===== src/logic/data_pointer_pkg.sv =====
// constants for the dual data-pointer unit
// assumes the core reaches the auxiliary register over its internal sfr path
package data_pointer_pkg;
    localparam logic [7:0]  AUX_POINTER_CONTROL_ADDR = 8'hA2;
    localparam int          SELECT_BIT_POS           = 0;
    localparam logic        SELECT_RESET             = 1'h0;
    localparam logic [15:0] POINTER_RESET            = 16'h0000;
    localparam logic [7:0]  RESERVED_READ            = 8'h00;
    localparam int          INC_INSTR_BYTES          = 2;
    localparam int          INC_INSTR_CLOCKS         = 12;
    typedef enum logic [1:0]
    {
        PTR_OP_NONE,
        PTR_OP_LOAD,
        PTR_OP_INC
    } ptr_op_type;
endpackage


===== src/logic/pointer_pair.sv =====
// two 16-bit pointer registers, one of them selected for each operation
// assumes op and select are synchronous to clk_in
`timescale 1ns/1ns
module pointer_pair
    import data_pointer_pkg::*;
(
    input  wire logic        clk_in,
    input  wire logic        reset_in,
    input  wire logic        select_in,
    input  wire ptr_op_type  op_in,
    input  wire logic [15:0] load_value_in,
    output logic      [15:0] pointer_zero_out,
    output logic      [15:0] pointer_one_out
);
    logic [15:0] pointer_zero_reg;
    logic [15:0] pointer_zero_next;
    logic [15:0] pointer_one_reg;
    logic [15:0] pointer_one_next;

    function automatic logic [15:0] apply_op(input ptr_op_type op, input logic [15:0] cur, input logic [15:0] ld);
        case (op)
            PTR_OP_LOAD: apply_op = ld;
            PTR_OP_INC:  apply_op = cur + 16'h0001;
            default:     apply_op = cur;
        endcase
    endfunction

    always_comb
    begin
        pointer_zero_next = pointer_zero_reg;
        pointer_one_next  = pointer_one_reg;
        if (select_in)
            pointer_one_next = apply_op(op_in, pointer_one_reg, load_value_in);
        else
            pointer_zero_next = apply_op(op_in, pointer_zero_reg, load_value_in);
    end

    always_ff @(posedge clk_in)
    begin
        if (reset_in)
        begin
            pointer_zero_reg <= POINTER_RESET;
            pointer_one_reg  <= POINTER_RESET;
        end
        else
        begin
            pointer_zero_reg <= pointer_zero_next;
            pointer_one_reg  <= pointer_one_next;
        end
    end

    assign pointer_zero_out = pointer_zero_reg;
    assign pointer_one_out  = pointer_one_reg;
endmodule


===== src/logic/dual_data_pointer_select.sv =====
// dual data-pointer unit: select bit register, pointer pair, active pointer out
// assumes the core presents one sfr access or pointer op per cycle
`timescale 1ns/1ns
module dual_data_pointer_select
    import data_pointer_pkg::*;
(
    input  wire logic        clk_in,
    input  wire logic        reset_in,
    input  wire logic [7:0]  sfr_addr_in,
    input  wire logic        sfr_write_in,
    input  wire logic [7:0]  sfr_wdata_in,
    input  wire logic        sfr_inc_in,
    input  wire logic        sfr_bit_write_in,
    input  wire ptr_op_type  ptr_op_in,
    input  wire logic [15:0] ptr_load_in,
    output logic [7:0]       sfr_rdata_out,
    output logic             pointer_select_bit_out,
    output logic [15:0]      data_pointer_out
);
    ////////////////////////////////////////////////////////////////////////////////
    logic        pointer_select_bit_reg;
    logic        pointer_select_bit_next;
    logic [7:0]  sfr_rdata_reg;
    logic [7:0]  sfr_rdata_next;
    logic [15:0] data_pointer_reg;
    logic [15:0] data_pointer_next;
    logic [15:0] pointer_zero;
    logic [15:0] pointer_one;
    logic        aux_hit;

    assign aux_hit = (sfr_addr_in == AUX_POINTER_CONTROL_ADDR);

    ////////////////////////////////////////////////////////////////////////////////
    // select bit: byte write loads bit 0, increment toggles; bit writes ignored
    always_comb
    begin
        pointer_select_bit_next = pointer_select_bit_reg;
        if (aux_hit && sfr_inc_in)
            pointer_select_bit_next = ~pointer_select_bit_reg;
        else if (aux_hit && sfr_write_in)
            pointer_select_bit_next = sfr_wdata_in[SELECT_BIT_POS];
    end

    always_ff @(posedge clk_in)
    begin
        if (reset_in)
            pointer_select_bit_reg <= SELECT_RESET;
        else
            pointer_select_bit_reg <= pointer_select_bit_next;
    end

    ////////////////////////////////////////////////////////////////////////////////
    pointer_pair pair_inst
    (
        .clk_in           (clk_in),
        .reset_in         (reset_in),
        .select_in        (pointer_select_bit_reg),
        .op_in            (ptr_op_in),
        .load_value_in    (ptr_load_in),
        .pointer_zero_out (pointer_zero),
        .pointer_one_out  (pointer_one)
    );

    ////////////////////////////////////////////////////////////////////////////////
    // registered outputs: read data loads the next select bit, so it matches the select bit; active pointer follows state by one cycle
    always_comb
    begin
        sfr_rdata_next = RESERVED_READ;
        sfr_rdata_next[SELECT_BIT_POS] = pointer_select_bit_next;
        data_pointer_next = pointer_select_bit_reg ? pointer_one : pointer_zero;
    end

    always_ff @(posedge clk_in)
    begin
        if (reset_in)
        begin
            sfr_rdata_reg    <= RESERVED_READ;
            data_pointer_reg <= POINTER_RESET;
        end
        else
        begin
            sfr_rdata_reg    <= sfr_rdata_next;
            data_pointer_reg <= data_pointer_next;
        end
    end

    assign sfr_rdata_out          = sfr_rdata_reg;
    assign pointer_select_bit_out = pointer_select_bit_reg;
    assign data_pointer_out       = data_pointer_reg;

    ////////////////////////////////////////////////////////////////////////////////
    AST_RESET_CLEARS_SELECT: assert property (@(posedge clk_in) reset_in |=> !pointer_select_bit_out)
        else $error("select bit not cleared by reset");

    AST_INC_TOGGLES: assert property (@(posedge clk_in) disable iff (reset_in)
        (aux_hit && sfr_inc_in) |=> (pointer_select_bit_out != $past(pointer_select_bit_out)))
        else $error("increment did not toggle select bit");

    AST_WRITE_LOADS_BIT0: assert property (@(posedge clk_in) disable iff (reset_in)
        (aux_hit && sfr_write_in && !sfr_inc_in) |=> (pointer_select_bit_out == $past(sfr_wdata_in[0])))
        else $error("byte write did not load select bit");

    AST_BIT_WRITE_IGNORED: assert property (@(posedge clk_in) disable iff (reset_in)
        (sfr_bit_write_in && !sfr_write_in && !sfr_inc_in) |=> $stable(pointer_select_bit_out))
        else $error("bit write changed select bit");

    AST_RESERVED_ZERO: assert property (@(posedge clk_in) disable iff (reset_in)
        sfr_rdata_out[7:1] == 7'h00)
        else $error("reserved bits not zero");

    AST_ACTIVE_POINTER: assert property (@(posedge clk_in) disable iff (reset_in)
        ##1 data_pointer_out == ($past(pointer_select_bit_out) ? $past(pointer_one) : $past(pointer_zero)))
        else $error("active pointer does not follow select bit");

    AST_UNSELECTED_HOLDS_ZERO: assert property (@(posedge clk_in) disable iff (reset_in)
        pointer_select_bit_out |=> $stable(pointer_zero))
        else $error("unselected pointer zero changed");

    AST_UNSELECTED_HOLDS_ONE: assert property (@(posedge clk_in) disable iff (reset_in)
        !pointer_select_bit_out |=> $stable(pointer_one))
        else $error("unselected pointer one changed");

    AST_INC_SELECTED: assert property (@(posedge clk_in) disable iff (reset_in)
        (ptr_op_in == PTR_OP_INC && !pointer_select_bit_out) |=> (pointer_zero == $past(pointer_zero) + 16'h0001))
        else $error("pointer zero not incremented");

    AST_INC_SELECTED_ONE: assert property (@(posedge clk_in) disable iff (reset_in)
        (ptr_op_in == PTR_OP_INC && pointer_select_bit_out) |=> (pointer_one == $past(pointer_one) + 16'h0001))
        else $error("pointer one not incremented");

    AST_LOAD_SELECTED_ZERO: assert property (@(posedge clk_in) disable iff (reset_in)
        (ptr_op_in == PTR_OP_LOAD && !pointer_select_bit_out) |=> (pointer_zero == $past(ptr_load_in)))
        else $error("pointer zero not loaded");

    AST_LOAD_SELECTED_ONE: assert property (@(posedge clk_in) disable iff (reset_in)
        (ptr_op_in == PTR_OP_LOAD && pointer_select_bit_out) |=> (pointer_one == $past(ptr_load_in)))
        else $error("pointer one not loaded");

    AST_NO_OP_HOLDS: assert property (@(posedge clk_in) disable iff (reset_in)
        (ptr_op_in == PTR_OP_NONE) |=> ($stable(pointer_zero) && $stable(pointer_one)))
        else $error("pointer changed without an op");

    AST_OTHER_ADDR_IGNORED: assert property (@(posedge clk_in) disable iff (reset_in)
        !aux_hit |=> $stable(pointer_select_bit_out))
        else $error("access to another address changed select bit");

    AST_RDATA_FOLLOWS_SELECT: assert property (@(posedge clk_in) disable iff (reset_in)
        sfr_rdata_out[0] == pointer_select_bit_out)
        else $error("read data bit 0 differs from select bit");

    AST_RESET_CLEARS_POINTER: assert property (@(posedge clk_in) reset_in |=> (data_pointer_out == POINTER_RESET))
        else $error("active pointer not cleared by reset");
endmodule


===== config.mk =====
export PLATFORM = sky130hd
export DESIGN_NAME = dual_data_pointer_select
export DESIGN_NICKNAME = d
export VERILOG_FILES = /design/src/logic/data_pointer_pkg.sv /design/src/logic/pointer_pair.sv /design/src/logic/dual_data_pointer_select.sv
export SDC_FILE = /design/constraint.sdc
export NUM_CORES = 1
export LEC_CHECK = 0
export ABC_CLOCK_PERIOD_IN_PS = 5500
export BUFFER_PORTS_ARGS = -buffer_cell sky130_fd_sc_hd__clkbuf_2
export CAP_MARGIN = 40
export CORE_MARGIN = 2
export CORE_UTILIZATION = 43
export CTS_CLUSTER_SIZE = 8
export DETAILED_ROUTE_END_ITERATION = 8
export PLACE_DENSITY = 0.66
export SLEW_MARGIN = 20
export SYNTH_ARGS = -nofsm -noshare
export SYNTH_HDL_FRONTEND = slang
export SYNTH_SLANG_ARGS = --single-unit
export TNS_END_PERCENT = 100

===== constraint.sdc =====
create_clock -name clk_in -period 5.5 [get_ports clk_in]
set_clock_uncertainty 0.2 [all_clocks]
set_input_delay 1.1 -clock clk_in [delete_from_list [all_inputs] [get_ports clk_in]]
set_output_delay 1.1 -clock clk_in [all_outputs]
set_load 0.01 [all_outputs]

# After elaboration in Yosys (flattened, before gate mapping)

Cells that the tools add are included.

Bits in registers: 56
Bits of input ports: 39
Output and inout bits: 25
Word-level logic and storage cells: 21

Add/subtract/negate cells: 2
Equality and inequality tests: 3
Multiplexer cells: 5
Bitwise gates (word level): 1
Reduce and logical (&&, ||, !) cells: 5

Operators with widths:

| cell                                                                  | count |
|---|---|
| 16-bit case mux with 2 select lines                                   | 2 |
| 16-bit by 1-bit adder with 16-bit output, second input constant       | 2 |
| 16-bit 2-to-1 mux                                                     | 1 |
| 8-bit equality test, second input constant                            | 1 |
| 2-bit AND reduction                                                   | 2 |
| 2-bit by 1-bit equality test with 1-bit output, second input constant | 1 |
| 2-bit equality test, second input constant                            | 1 |
| 1-bit logical AND                                                     | 2 |
| 1-bit 2-to-1 mux                                                      | 2 |
| 2-bit nonzero test                                                    | 1 |
| 1-bit inverter                                                        | 1 |

# Longest topological paths before layout

Gate-level depths: netlist (run 1).

Depth in word-level cells: 4
Depth in mapped cells: 8
Gate-level depth less buffers: 6

# Cells and area by module

A second synthesis (run 1) with hierarchy kept.

Cells, all modules: 341
Area, all modules: 2748.9 um^2

By module, submodules not included:

| module                   | times used | cells an instance | area an instance (um^2) | sequential area each (um^2) |
|---|---|---|---|---|
| pointer_pair             | 1          | 272               | 2014.4                  | 640.6 |
| dual_data_pointer_select | 1          | 69                | 734.5                   | 340.3 |

# Least setup slack after synthesis (run 1)

Ideal clock, no wire load.

Path type: input-to-reg
From: input port ptr_op_in[0]
To: register pair_inst.pointer_zero_reg[9] (netlist: pair_inst.pointer_zero_out[9])
Setup time: 0.074 ns
Arrival time: 2.437 ns
Required time: 5.226 ns
Path slack: 2.789 ns
Stages: 7
Buffers on the path: 1
Cells stage by stage: inv_1 -> ha_1 -> or2_1 -> buf_2 -> or3_1 -> mux2_2 -> a31oi_1

Longest elaborated chain between the ends: 3
Elaborated cells on any way between the ends: 5
Those cells by class: eq/ne (2); mux (1); reduce/logical (2)

RTL lines:

| item                                                                                         | line                           | text |
|---|---|---|
| start: declaration                                                                           | dual_data_pointer_select.sv:14 | `input wire ptr_op_type ptr_op_in,` |
| 2-bit by 1-bit equality test with 1-bit output / 2-bit equality test (equally long branches) | pointer_pair.sv:21             | `case (op)` |
| 2-bit nonzero test (no source line)                                                          | -                              |  |
| 2-bit AND reduction (no source line)                                                         | -                              |  |
| end signal: assignment                                                                       | pointer_pair.sv:47             | `pointer_zero_reg <= pointer_zero_next;` |
| end: declaration                                                                             | pointer_pair.sv:15             | `logic [15:0] pointer_zero_reg;` |

Parallel ways exist; a longest one is shown, timed or not.
A chain may end at the register's enable or synchronous reset.

# Worst setup path after layout (run 1)

Ends and elaborated chain as after synthesis.

==> impl_summary.log, run 1 <==
INFO  metric outcome = finished clean
INFO  metric reg2reg_capture_point = pair_inst.pointer_zero_out[14]
INFO  metric remaining_drcs = 0
INFO  metric hold_depth = 2
INFO  metric fp-row-count = 29
INFO  metric worst-r2r-cell-count = 5
INFO  metric post-cts-setup-buffer-count = 0
INFO  metric worst_setup_path_startpoint = ptr_op_in[0]
INFO  metric postRouteAntennaNets = 0
INFO  metric fmax = 302.5 MHz
INFO  metric postSynth.asyncResetShare = 0%
INFO  metric total_clock_sinks = 49
INFO  metric detail_route.vias_per_cell = 5.800
INFO  metric grt_first_pass_wirelength = 12.04 mm
INFO  metric number_of_flops_mapped_to_enable_cells_by_yosys = 0
INFO  metric layout.cell_area.non_filler = 3088 µm²
INFO  metric yosys_warnings = 0
INFO  metric pre_cts_slack = 1.932 ns
INFO  metric master_cell_of_the_clock_root_buffer = clkbuf_8
INFO  metric worst_ep_arrival_time = 3.33 ns
INFO  metric tritoncts = yes
INFO  metric hpwl = 5.032 mm
INFO  metric critical_path_peak_fanout = 48
INFO  metric totalWireLength = 7.196 mm
INFO  metric post_route_cells_drive_above_1_share = 17.78%
INFO  metric detailroute.via_count = 2697
INFO  metric max-slew-margin-rel = 49.14%
INFO  metric final_hold_slack = 0.3500 ns
INFO  metric drt_pre_antenna_iters = 4
INFO  metric syn_area = 2780 µm²
INFO  metric holdPathEnd = pair_inst.pointer_one_out[3]
INFO  metric finalNonFillerCells = 465
INFO  metric timing.max_cap.violations = 0
INFO  metric synth_flop_cell = dfxtp_1
INFO  metric grt_antenna_before_repair = 0
INFO  metric dpl.cell_count = 456
INFO  metric clock_tree.htree_level_count = 2
INFO  metric drtIter0Drc = 200
INFO  metric antenna_cells_inserted = 0
INFO  metric ctsResizeCount = 0
INFO  metric rsz0062_at_grt = false
INFO  metric power_per_cell_area = 222.4 nW/µm²
INFO  metric synth.yosys.seq_area_share = 35.28%
INFO  metric tns = 0 ns
INFO  metric placeableCoreArea = 6314 µm²
INFO  metric placedInstanceArea = 3000 µm²
INFO  metric via_count_of_the_first_global_routing_pass = 2537
INFO  metric crit-reg2reg-launch = sfr_rdata_out[0]
INFO  metric p_leak = 1.103 nW
INFO  metric transition_time_of_the_tightest_slew_check_pin = 0.7629 ns
INFO  metric layout-area-overhead-vs-synth = 11.07%
INFO  metric grt_util_all_layers = 20.46%
INFO  metric worst_hold_startpoint = pair_inst.pointer_one_out[3]
INFO  metric worst_ir_drop_vdd = 0.1897 mV
INFO  metric class_of_the_tightest_hold_or_removal_check = reg -> reg
INFO  metric crit_path_end_kind = flip-flop
INFO  metric i_o_buffers = 48
INFO  metric nets = 429
INFO  metric global_route.overflow_total = 0
INFO  metric die_height = 84.41 µm
INFO  metric maximum_number_of_pins_on_one_net_before_global_route_repair = 54
INFO  metric finalWeightedCongestion = 0.8739
INFO  metric syn_avg_cell_area = 7.854 µm²
INFO  metric final_util = 48.91%
INFO  metric time_the_worst_path_needs_with_i_o_delays_and_setup = 3.306 ns
INFO  metric numCtsBuffers = 5
INFO  metric post-layout-total-power = 0.6867 mW
INFO  metric ys_seq_elements = 49
INFO  metric setup_cp_type = in -> reg
INFO  metric reg2reg_slack = 3.03 ns
INFO  metric avgRoutedWirePerCell = 15.48 µm
INFO  metric setup_violations = 0
INFO  metric synth_cell_types = 55
INFO  metric floorplan.initialDensity = 44.03%
INFO  metric die-area = 7125 µm²
INFO  metric final.period_utilization = 60.11%
INFO  metric cts.hold.buffers_added = 0
INFO  metric clk_pin_slew_worst_paths = 0.09 ns
INFO  metric final_hold_viol_count = 0
INFO  metric cts_buffer_depth = 2
INFO  metric floorplan.die.width = 84.41 µm
INFO  metric ios = 64
INFO  metric synth_cells = 354
INFO  metric worst-endpoint-required = 5.52 ns
INFO  metric clk_latency = 0.29 ns
INFO  metric fin_ws = 2.194 ns
INFO  metric final-max-slew-violation-count = 0
INFO  metric worst_setup_path_start_kind = primary input
## critical path, stage by stage
cell      delay [ns]
clkbuf_2        0.08
inv_1           0.04
ha_1            0.13
buf_4           0.41
clkinv_1        0.63
or3_1           0.53
mux2_2          0.27
a31oi_1         0.13
## kinds of logic after synthesis
family | synth area share (%)
AOI/OAI and AO/OA | 20.07
other | 0.1349
DFF | 35.28
and+or+nand+nor | 27.50
muxes | 8.101
adders and majority gates | 1.350
buffers and inverters | 7.561
## worst max path at each step
stage / slack [ns] / depth (start not counted) / endpoint
after floorplan: 2.79 / 7 / pair_inst.pointer_zero_out[9]
after global placement: 1.93 / 8 / pair_inst.pointer_one_out[14]
after detailed placement: 1.93 / 8 / pair_inst.pointer_zero_out[9]
after CTS: 2.23 / 8 / pair_inst.pointer_zero_out[9]
after global routing: 2.06 / 8 / pair_inst.pointer_one_out[14]
final: 2.19 / 8 / pair_inst.pointer_zero_out[9]
## routing by layer
metal	share of wire, %	global-route usage, %
met1	44	26.92
met2	49	35.21
met3	6.2	3.736
met5	0	0
met4	0.71	4.329
## registers in the layout, indices dropped and copies added (netlist names)
signal and count:
sfr_rdata_out 1, pair_inst.pointer_one_out 16, pair_inst.pointer_zero_out 16, data_pointer_out 16
## area by class of cell
cell class	instances	area (µm²)
clock buffer	8	80.08
fill	634	3226
inverter	11	41.29
multi-input combinational	267	1612
sequential	49	980.9
tap	77	96.34
timing repair buffer	53	277.8
## cells in the mapped netlist, drive strengths merged (2+ instances only)
cell type  number  area share, %
a2111oi         2           0.68
a211oi          3           0.81
a21o            5            1.4
a21oi          31            5.6
a311oi          4            1.3
a31oi           6            1.4
and3            3           0.68
and4            2           0.63
buf            19            4.1
clkbuf         14            1.9
dfxtp          49             35
ha              3            1.4
inv            10            1.4
mux2            4            1.6
mux2i          18            6.5
nand2          26            3.5
nand2b          8            1.8
nand3          10            2.0
nand4           9            2.3
nor2           39            5.3
nor2b           8            1.8
nor3           15            3.1
nor4           10            2.3
nor4b           2           0.63
o21a            4            1.1
o21ai          23            4.1
or2             2           0.45
or3             5            1.1
## placed cells by master, fill, tap and decap left out, types with 10 or more instances in the layout
cell type / count
a21oi_1: 31
clkbuf_2: 48
dfxtp_1: 49
inv_1: 10
mux2i_1: 18
nand2_1: 26
nor2_1: 39
nor3_1: 14
nor4_1: 10
o21ai_0: 23
## where the power goes
group	switching, mW	internal [mW]
Clock	0.113	0.0906
Combinational	0.0568	0.0389
Sequential	0.0173	0.370
Note: power is estimated with default switching activity, not from simulation.
==> inputs of run 2 (changes only) <==
- ABC_CLOCK_PERIOD_IN_PS: 5500 -> 2700
- PLACE_DENSITY: 0.66 -> 0.69
- clock period: 5.5 -> 2.7 ns (I/O delays scaled with it)
==> impl_summary.log, run 2 (same netlist as run 1, synthesis figures left out) <==
INFO  metric outcome = finished clean
INFO  metric worst-endpoint-required = 2.75 ns (-2.77 ns)
INFO  metric clock_tree.htree_level_count = 2 (unchanged)
INFO  metric maximum_number_of_pins_on_one_net_before_global_route_repair = 34 (-37%)
INFO  metric totalWireLength = 7.459 mm (+3.7%)
INFO  metric critical_path_peak_fanout = 6 (-88%)
INFO  metric hold_depth = 3 (+1)
INFO  metric timing.max_cap.violations = 0 (unchanged)
INFO  metric layout-area-overhead-vs-synth = 13.19%
INFO  metric finalNonFillerCells = 472 (+1.5%)
INFO  metric crit_path_end_kind = flip-flop
INFO  metric post_route_cells_drive_above_1_share = 20.00% (+2.2 points)
INFO  metric total_clock_sinks = 49 (unchanged)
INFO  metric detailroute.via_count = 2752 (+2.0%)
INFO  metric drt_pre_antenna_iters = 6 (+2)
INFO  metric slowest_stage = nor4_1
INFO  metric final-max-slew-violation-count = 0 (unchanged)
INFO  metric placeableCoreArea = 6314 µm² (unchanged)
INFO  metric worst-r2r-cell-count = 5 (unchanged)
INFO  metric floorplan.die.width = 84.41 µm (unchanged)
INFO  metric time_the_worst_path_needs_with_i_o_delays_and_setup = 2.277 ns
INFO  metric rsz0062_at_grt = false
INFO  metric floorplan.initialDensity = 44.03% (unchanged)
INFO  metric final_hold_viol_count = 0 (unchanged)
INFO  metric post-cts-setup-buffer-count = 0 (unchanged)
INFO  metric postRouteAntennaNets = 0 (unchanged)
INFO  metric most_used_cells_in_the_layout_excluding_fill_and_tap_cells = dfxtp_1, clkbuf_2, nor2_1
INFO  metric fp-row-count = 29 (unchanged)
INFO  metric detail_route.vias_per_cell = 5.831 (+0.53%)
INFO  metric globalRoute.busiestLayer = met2
INFO  metric cts.hold.buffers_added = 0 (unchanged)
INFO  metric clk_latency = 0.31 ns (+0.02 ns)
INFO  metric holdPathEnd = pair_inst.pointer_zero_out[1]
INFO  metric layout_commonest_cell = dfxtp_1
INFO  metric via_count_of_the_first_global_routing_pass = 2573 (+1.4%)
INFO  metric nets = 436 (+1.6%)
INFO  metric setup_violations = 0 (unchanged)
INFO  metric antenna_cells_inserted = 0 (unchanged)
INFO  metric avgRoutedWirePerCell = 15.80 µm (+2.1%)
INFO  metric setup_cp_type = reg -> reg
INFO  metric cp_cell_instances = ha_1 > nand4_1 > nor4_1 > mux2_2 > a21oi_1
INFO  metric hpwl = 5.252 mm (+4.4%)
INFO  metric fmax = 439.1 MHz
INFO  metric reg2reg_capture_point = pair_inst.pointer_one_out[14]
INFO  metric ios = 64 (unchanged)
INFO  metric worst_ep_arrival_time = 2.32 ns (-1.01 ns)
INFO  metric power_per_cell_area = 453.1 nW/µm² (+100%)
INFO  metric critical_path.max_stage_delay = 0.48 ns (-0.15 ns)
INFO  metric die-area = 7125 µm² (unchanged)
INFO  metric grt_antenna_before_repair = 0 (unchanged)
INFO  metric i_o_buffers = 48 (unchanged)
INFO  metric worst_hold_startpoint = ptr_load_in[1]
INFO  metric tritoncts = yes
INFO  metric cts_buffer_depth = 2 (unchanged)
INFO  metric grt_util_all_layers = 21.14% (+0.68 points)
INFO  metric die_height = 84.41 µm (unchanged)
INFO  metric finalWeightedCongestion = 0.8560 (-2.0%)
INFO  metric p_leak = 1.142 nW (+3.5%)
INFO  metric remaining_drcs = 0 (unchanged)
INFO  metric grt_util_met3 = 3.343% (-0.39 points)
INFO  metric worst_ir_drop_vdd = 0.3457 mV (+82%)
INFO  metric clk_pin_slew_worst_paths = 0.10 ns (about the same)
INFO  metric crit-reg2reg-launch = pair_inst.pointer_one_out[1]
INFO  metric drtIter0Drc = 235 (+18%)
INFO  metric numCtsBuffers = 5 (unchanged)
INFO  metric master_cell_of_the_clock_root_buffer = clkbuf_8
INFO  metric reg2reg_slack = 0.42 ns (-2.61 ns)
INFO  metric tns = 0 ns (unchanged)
INFO  metric grtUsageMet1 = 28.45% (+1.5 points)
INFO  metric global_route.overflow_total = 0 (unchanged)
INFO  metric class_of_the_tightest_hold_or_removal_check = in -> reg
INFO  metric gr_met2_demand_resource = 34.99% (-0.22 points)
INFO  metric dpl.cell_count = 464 (+1.8%)
INFO  metric final.period_utilization = 84.34%
INFO  metric worst_setup_path_start_kind = flip-flop
INFO  metric ctsResizeCount = 0 (unchanged)
INFO  metric grt_first_pass_wirelength = 12.32 mm (+2.4%)
==> run 2: changes by cell type in the layout (fill, tap and decap cells not counted), sizes merged <==
cell,delta
clkinv,+2
clkbuf,-3
clkinvlp,+1
buf,+7
==> run 2: metrics by stage <==
step                      worst slack (ns)  cell area (µm²)  util, %  power (mW)  hold slack [ns]
final                               0.4227             3147    49.84       1.426           0.3102
after global routing                0.3567             3147    49.84       1.494           0.3267
after CTS                           0.4591             3147    49.84       1.440           0.2971
after detailed placement            0.2864             3060    48.47       1.007           0.3271
after global placement              0.3447             3060    48.47       1.003           0.3179
after floorplan                     0.5485             2803        -      0.9356           0.2831
==> run 2: how the worst max path moves through the flow <==
stage / cells past startpoint / end / slack (ns) / start
6_report: 5 / pair_inst.pointer_one_out[14] / 0.42 / pair_inst.pointer_one_out[1]
5_1_grt: 5 / pair_inst.pointer_one_out[14] / 0.36 / pair_inst.pointer_one_out[1]
4_1_cts: 5 / pair_inst.pointer_one_out[14] / 0.46 / pair_inst.pointer_one_out[1]
3_5_place_dp: 7 / pair_inst.pointer_zero_out[9] / 0.29 / ptr_op_in[0]
3_3_place_gp: 7 / pair_inst.pointer_zero_out[9] / 0.34 / ptr_op_in[0]
2_1_floorplan: 7 / pair_inst.pointer_zero_out[9] / 0.55 / ptr_op_in[0]
==> run 2: worst max-delay path, delay by kind of cell (launching register included) <==
family	cells	cell delay, ns
DFF	1	0.44
muxes	1	0.38
AOI/OAI and AO/OA	1	0.13
adders and majority gates	1	0.28
and+or+nand+nor	2	0.78
==> run 2: layer usage <==
metal | up-vias | wire, µm
met5 | - | 0
met4 | 0 | 95
met3 | 9 | 432
met2 | 98 | 3567
met1 | 1297 | 3363
li1 | 1348 | -
==> run 2: layout make-up <==
type	count	area, µm²
Fill cell	633	3167
Multi-Input combinational cell	267	1612
Sequential cell	49	980.9
Timing Repair Buffer	60	330.3
Tap cell	77	96.34
Clock buffer	5	68.82
Inverter	11	41.29
Clock inverter	3	17.52
==> run 2: power by group <==
group / internal [mW] / switching, mW / total [mW]
logic: 0.0870 / 0.118 / 0.205
clock network: 0.179 / 0.252 / 0.431
registers: 0.754 / 0.0358 / 0.789
total: 1.02 / 0.406 / 1.43
==> inputs of run 3 (changes only) <==
- ABC_AREA: not set -> 1
- ABC_CLOCK_PERIOD_IN_PS: 2700 -> 2020
- PLACE_DENSITY: 0.69 -> 0.68
- clock period: 2.7 -> 2.02 ns (I/O delays scaled with it)
==> impl_summary.log, run 3 <==
INFO  metric final.period_utilization = 80.73% (-3.6 points)
INFO  metric post-cts-setup-buffer-count = 0 (unchanged)
INFO  metric master_cell_of_the_clock_root_buffer = clkbuf_8
INFO  metric final-max-slew-violation-count = 0 (unchanged)
INFO  metric ys_seq_elements = 49 (unchanged)
INFO  metric detailroute.via_count = 2838 (+3.1%)
INFO  metric fmax = 613.2 MHz (+40%)
INFO  metric totalWireLength = 7.113 mm (-4.6%)
INFO  metric grt_first_pass_wirelength = 11.69 mm (-5.2%)
INFO  metric worst_ep_arrival_time = 1.68 ns (-0.64 ns)
INFO  metric global_route.overflow_total = 0 (unchanged)
INFO  metric layout-area-overhead-vs-synth = 15.13%
INFO  metric top_count_cell_post_synth = nand2_1
INFO  metric p_leak = 1.390 nW (+22%)
INFO  metric avgRoutedWirePerCell = 13.00 µm (-18%)
INFO  metric nets = 511 (+17%)
INFO  metric postSynth.asyncResetShare = 0% (unchanged)
INFO  metric grt_util_all_layers = 20.11% (-1.0 points)
INFO  metric setup_cp_type = reg -> reg
INFO  metric slowest_stage = dfxtp_1
INFO  metric synth_cells = 427 (+21%)
INFO  metric floorplan.die.width = 84.75 µm (+0.40%)
INFO  metric cts.hold.buffers_added = 0 (unchanged)
INFO  metric class_of_the_tightest_hold_or_removal_check = in -> reg
INFO  metric post-layout-total-power = 2.171 mW (+52%)
INFO  metric fin_ws = 0.3892 ns (-0.03348 ns)
INFO  metric cts_buffer_depth = 2 (unchanged)
INFO  metric synth_top_cells_by_area = dfxtp_1, o21ai_0, a21oi_1
INFO  metric ctsResizeCount = 0 (unchanged)
INFO  metric synth.yosys.seq_area_share = 34.98% (-0.30 points)
INFO  metric syn_avg_cell_area = 6.567 µm² (-16%)
INFO  metric crit_path_end_kind = flip-flop
INFO  metric die_height = 84.75 µm (+0.40%)
INFO  metric final_hold_slack = 0.1483 ns (-0.1619 ns)
INFO  metric remaining_drcs = 0 (unchanged)
INFO  metric final_hold_viol_count = 0 (unchanged)
INFO  metric fp-row-count = 29 (unchanged)
INFO  metric yosys_warnings = 0 (unchanged)
INFO  metric cp_cell_instances = ha_1 > nand2_2 > nor2_4 > nand2_4 > inv_2 > nand2_1 > nand2_1 > nand3_2 > a21oi_2
INFO  metric post-synth-top-area-fraction = 34.98% (-0.30 points)
INFO  metric syn_area = 2804 µm² (+0.86%)
INFO  metric clock_tree.htree_level_count = 2 (unchanged)
INFO  metric layout_commonest_cell = nand2_1
INFO  metric floorplan.initialDensity = 44.41% (+0.38 points)
INFO  metric placeableCoreArea = 6314 µm² (unchanged)
INFO  metric outcome = finished clean
INFO  metric fill_cells = 661 (+4.4%)
INFO  metric clk_latency = 0.31 ns (about the same)
INFO  metric ios = 64 (unchanged)
INFO  metric total_clock_sinks = 49 (unchanged)
INFO  metric die-area = 7183 µm² (+0.81%)
INFO  metric worst_setup_path_start_kind = flip-flop
INFO  metric worst_ir_drop_vdd = 0.3022 mV (-13%)
INFO  metric grt_antenna_before_repair = 0 (unchanged)
INFO  metric worst-r2r-cell-count = 9 (+4)
INFO  metric clk_pin_slew_worst_paths = 0.09 ns (about the same)
INFO  metric numCtsBuffers = 5 (unchanged)
INFO  metric via_count_of_the_first_global_routing_pass = 2506 (-2.6%)
INFO  metric critical_path_peak_fanout = 6 (unchanged)
INFO  metric rsz0062_at_grt = false
INFO  metric power_per_cell_area = 672.5 nW/µm² (+48%)
INFO  metric most_common_library_cells_after_synthesis = nand2_1, nor2_1, o21ai_0
INFO  metric time_the_worst_path_needs_with_i_o_delays_and_setup = 1.631 ns (-0.6465 ns)
INFO  metric crit_path_frequent_cell = nand2_1
INFO  metric finalWeightedCongestion = 0.8711 (+1.8%)
INFO  metric seq_area = 980.9 µm² (unchanged)
INFO  metric pre_cts_slack = 0.2215 ns (-0.06481 ns)
INFO  metric synth_flop_cell = dfxtp_1
INFO  metric tns = 0 ns (unchanged)
INFO  metric drtIter0Drc = 270 (+15%)
INFO  metric timing.max_cap.violations = 0 (unchanged)
INFO  metric worst-endpoint-required = 2.07 ns (-0.68 ns)
INFO  metric setup_violations = 0 (unchanged)
INFO  metric tritoncts = yes
INFO  metric postRouteAntennaNets = 0 (unchanged)
INFO  metric post_route_cells_drive_above_1_share = 19.36% (-0.64 points)
INFO  metric hold_depth = 4 (+1)
INFO  metric synth_cell_types = 30 (-45%)
INFO  metric most_used_cells_in_the_layout_excluding_fill_and_tap_cells = nand2_1, nor2_1, o21ai_0
INFO  metric drt_pre_antenna_iters = 4 (-2)
INFO  metric i_o_buffers = 48 (unchanged)
INFO  metric maximum_number_of_pins_on_one_net_before_global_route_repair = 49 (+44%)
INFO  metric critical_path.max_stage_delay = 0.43 ns (-0.05 ns)
INFO  metric hpwl = 5.214 mm (-0.72%)
INFO  metric number_of_flops_mapped_to_enable_cells_by_yosys = 0 (unchanged)
INFO  metric antenna_cells_inserted = 0 (unchanged)
INFO  metric multiInputGateArea = 1511 µm² (-6.2%)
INFO  metric detail_route.vias_per_cell = 5.188 (-11%)
INFO  metric yosysTopAreaCell = dfxtp_1
==> run 3: changes by cell type in the layout (fill, tap and decap cells not counted), moves of 13 or more <==
cell | before | now
nand3_1 | 9 | 34
a21oi_1 | 31 | 48
o21ai_0 | 23 | 50
mux2i_1 | 18 | 0
nand2_1 | 26 | 64
nor3_1 | 14 | 1
inv_1 | 10 | 42
==> run 3: worst paths after layout <==
check | from | to | slack, ns
hold reg to reg | pair_inst.pointer_one_out[15] | data_pointer_out[15] | 0.29
hold / removal | reset_in | sfr_rdata_out[0] | 0.15
setup / recovery | pair_inst.pointer_zero_out[0] | pair_inst.pointer_zero_out[12] | 0.39
setup reg to reg | pair_inst.pointer_zero_out[0] | pair_inst.pointer_zero_out[12] | 0.39
==> run 3: metrics by stage <==
stage | cell area (µm²) | instances | utilization (%)
after global placement | 3094 | 539 | 49.01
final | 3228 | 547 | 51.13
after global routing | 3228 | 547 | 51.13
after floorplan | 2826 | 433 | -
after detailed placement | 3094 | 539 | 49.01
after CTS | 3228 | 547 | 51.13
==> run 3: area by class of cell <==
cell class	count	share of cell area [%]
Timing Repair Buffer	56	10.08
Clock inverter	3	2.016
Sequential cell	49	30.39
Clock buffer	5	2.132
Inverter	48	5.581
Tap cell	77	2.984
Multi-Input combinational cell	309	46.82
==> run 3: worst max-delay path, delay by kind of cell, from the launching register on <==
kind                     cells  cell delay (ns)
AO/OA/AOI/OAI                1             0.10
adder cells (fa/ha/maj)      1             0.26
AND/OR/NAND/NOR              6             0.51
flip-flops                   1             0.43
buffers and inverters        1             0.06
==> run 3: kinds of logic (layout without fill, tap and decap cells) <==
kind of cell / Yosys count / count (layout) / synth area share, %
compound gates: 123 / 123 / 23.11
other cells: 1 / 7 / 0.1337
fa+ha+maj: 3 / 3 / 1.339
simple gates: 175 / 175 / 28.20
flops: 49 / 49 / 34.98
buf+inv: 75 / 112 / 11.91
xor+xnor: 1 / 1 / 0.3124
==> run 3: routing by layer <==
metal	global-route usage [%]	vias up	wire length (µm)
li1	-	1484	-
met3	3.343	6	278
met4	4.040	0	56
met1	28.61	1289	3477
met5	0	-	0
met2	32.28	59	3301
==> run 3: power by group <==
group / switching, mW / internal, mW
clock network: 0.342 / 0.492
registers: 0.0522 / 1.02
logic: 0.162 / 0.105
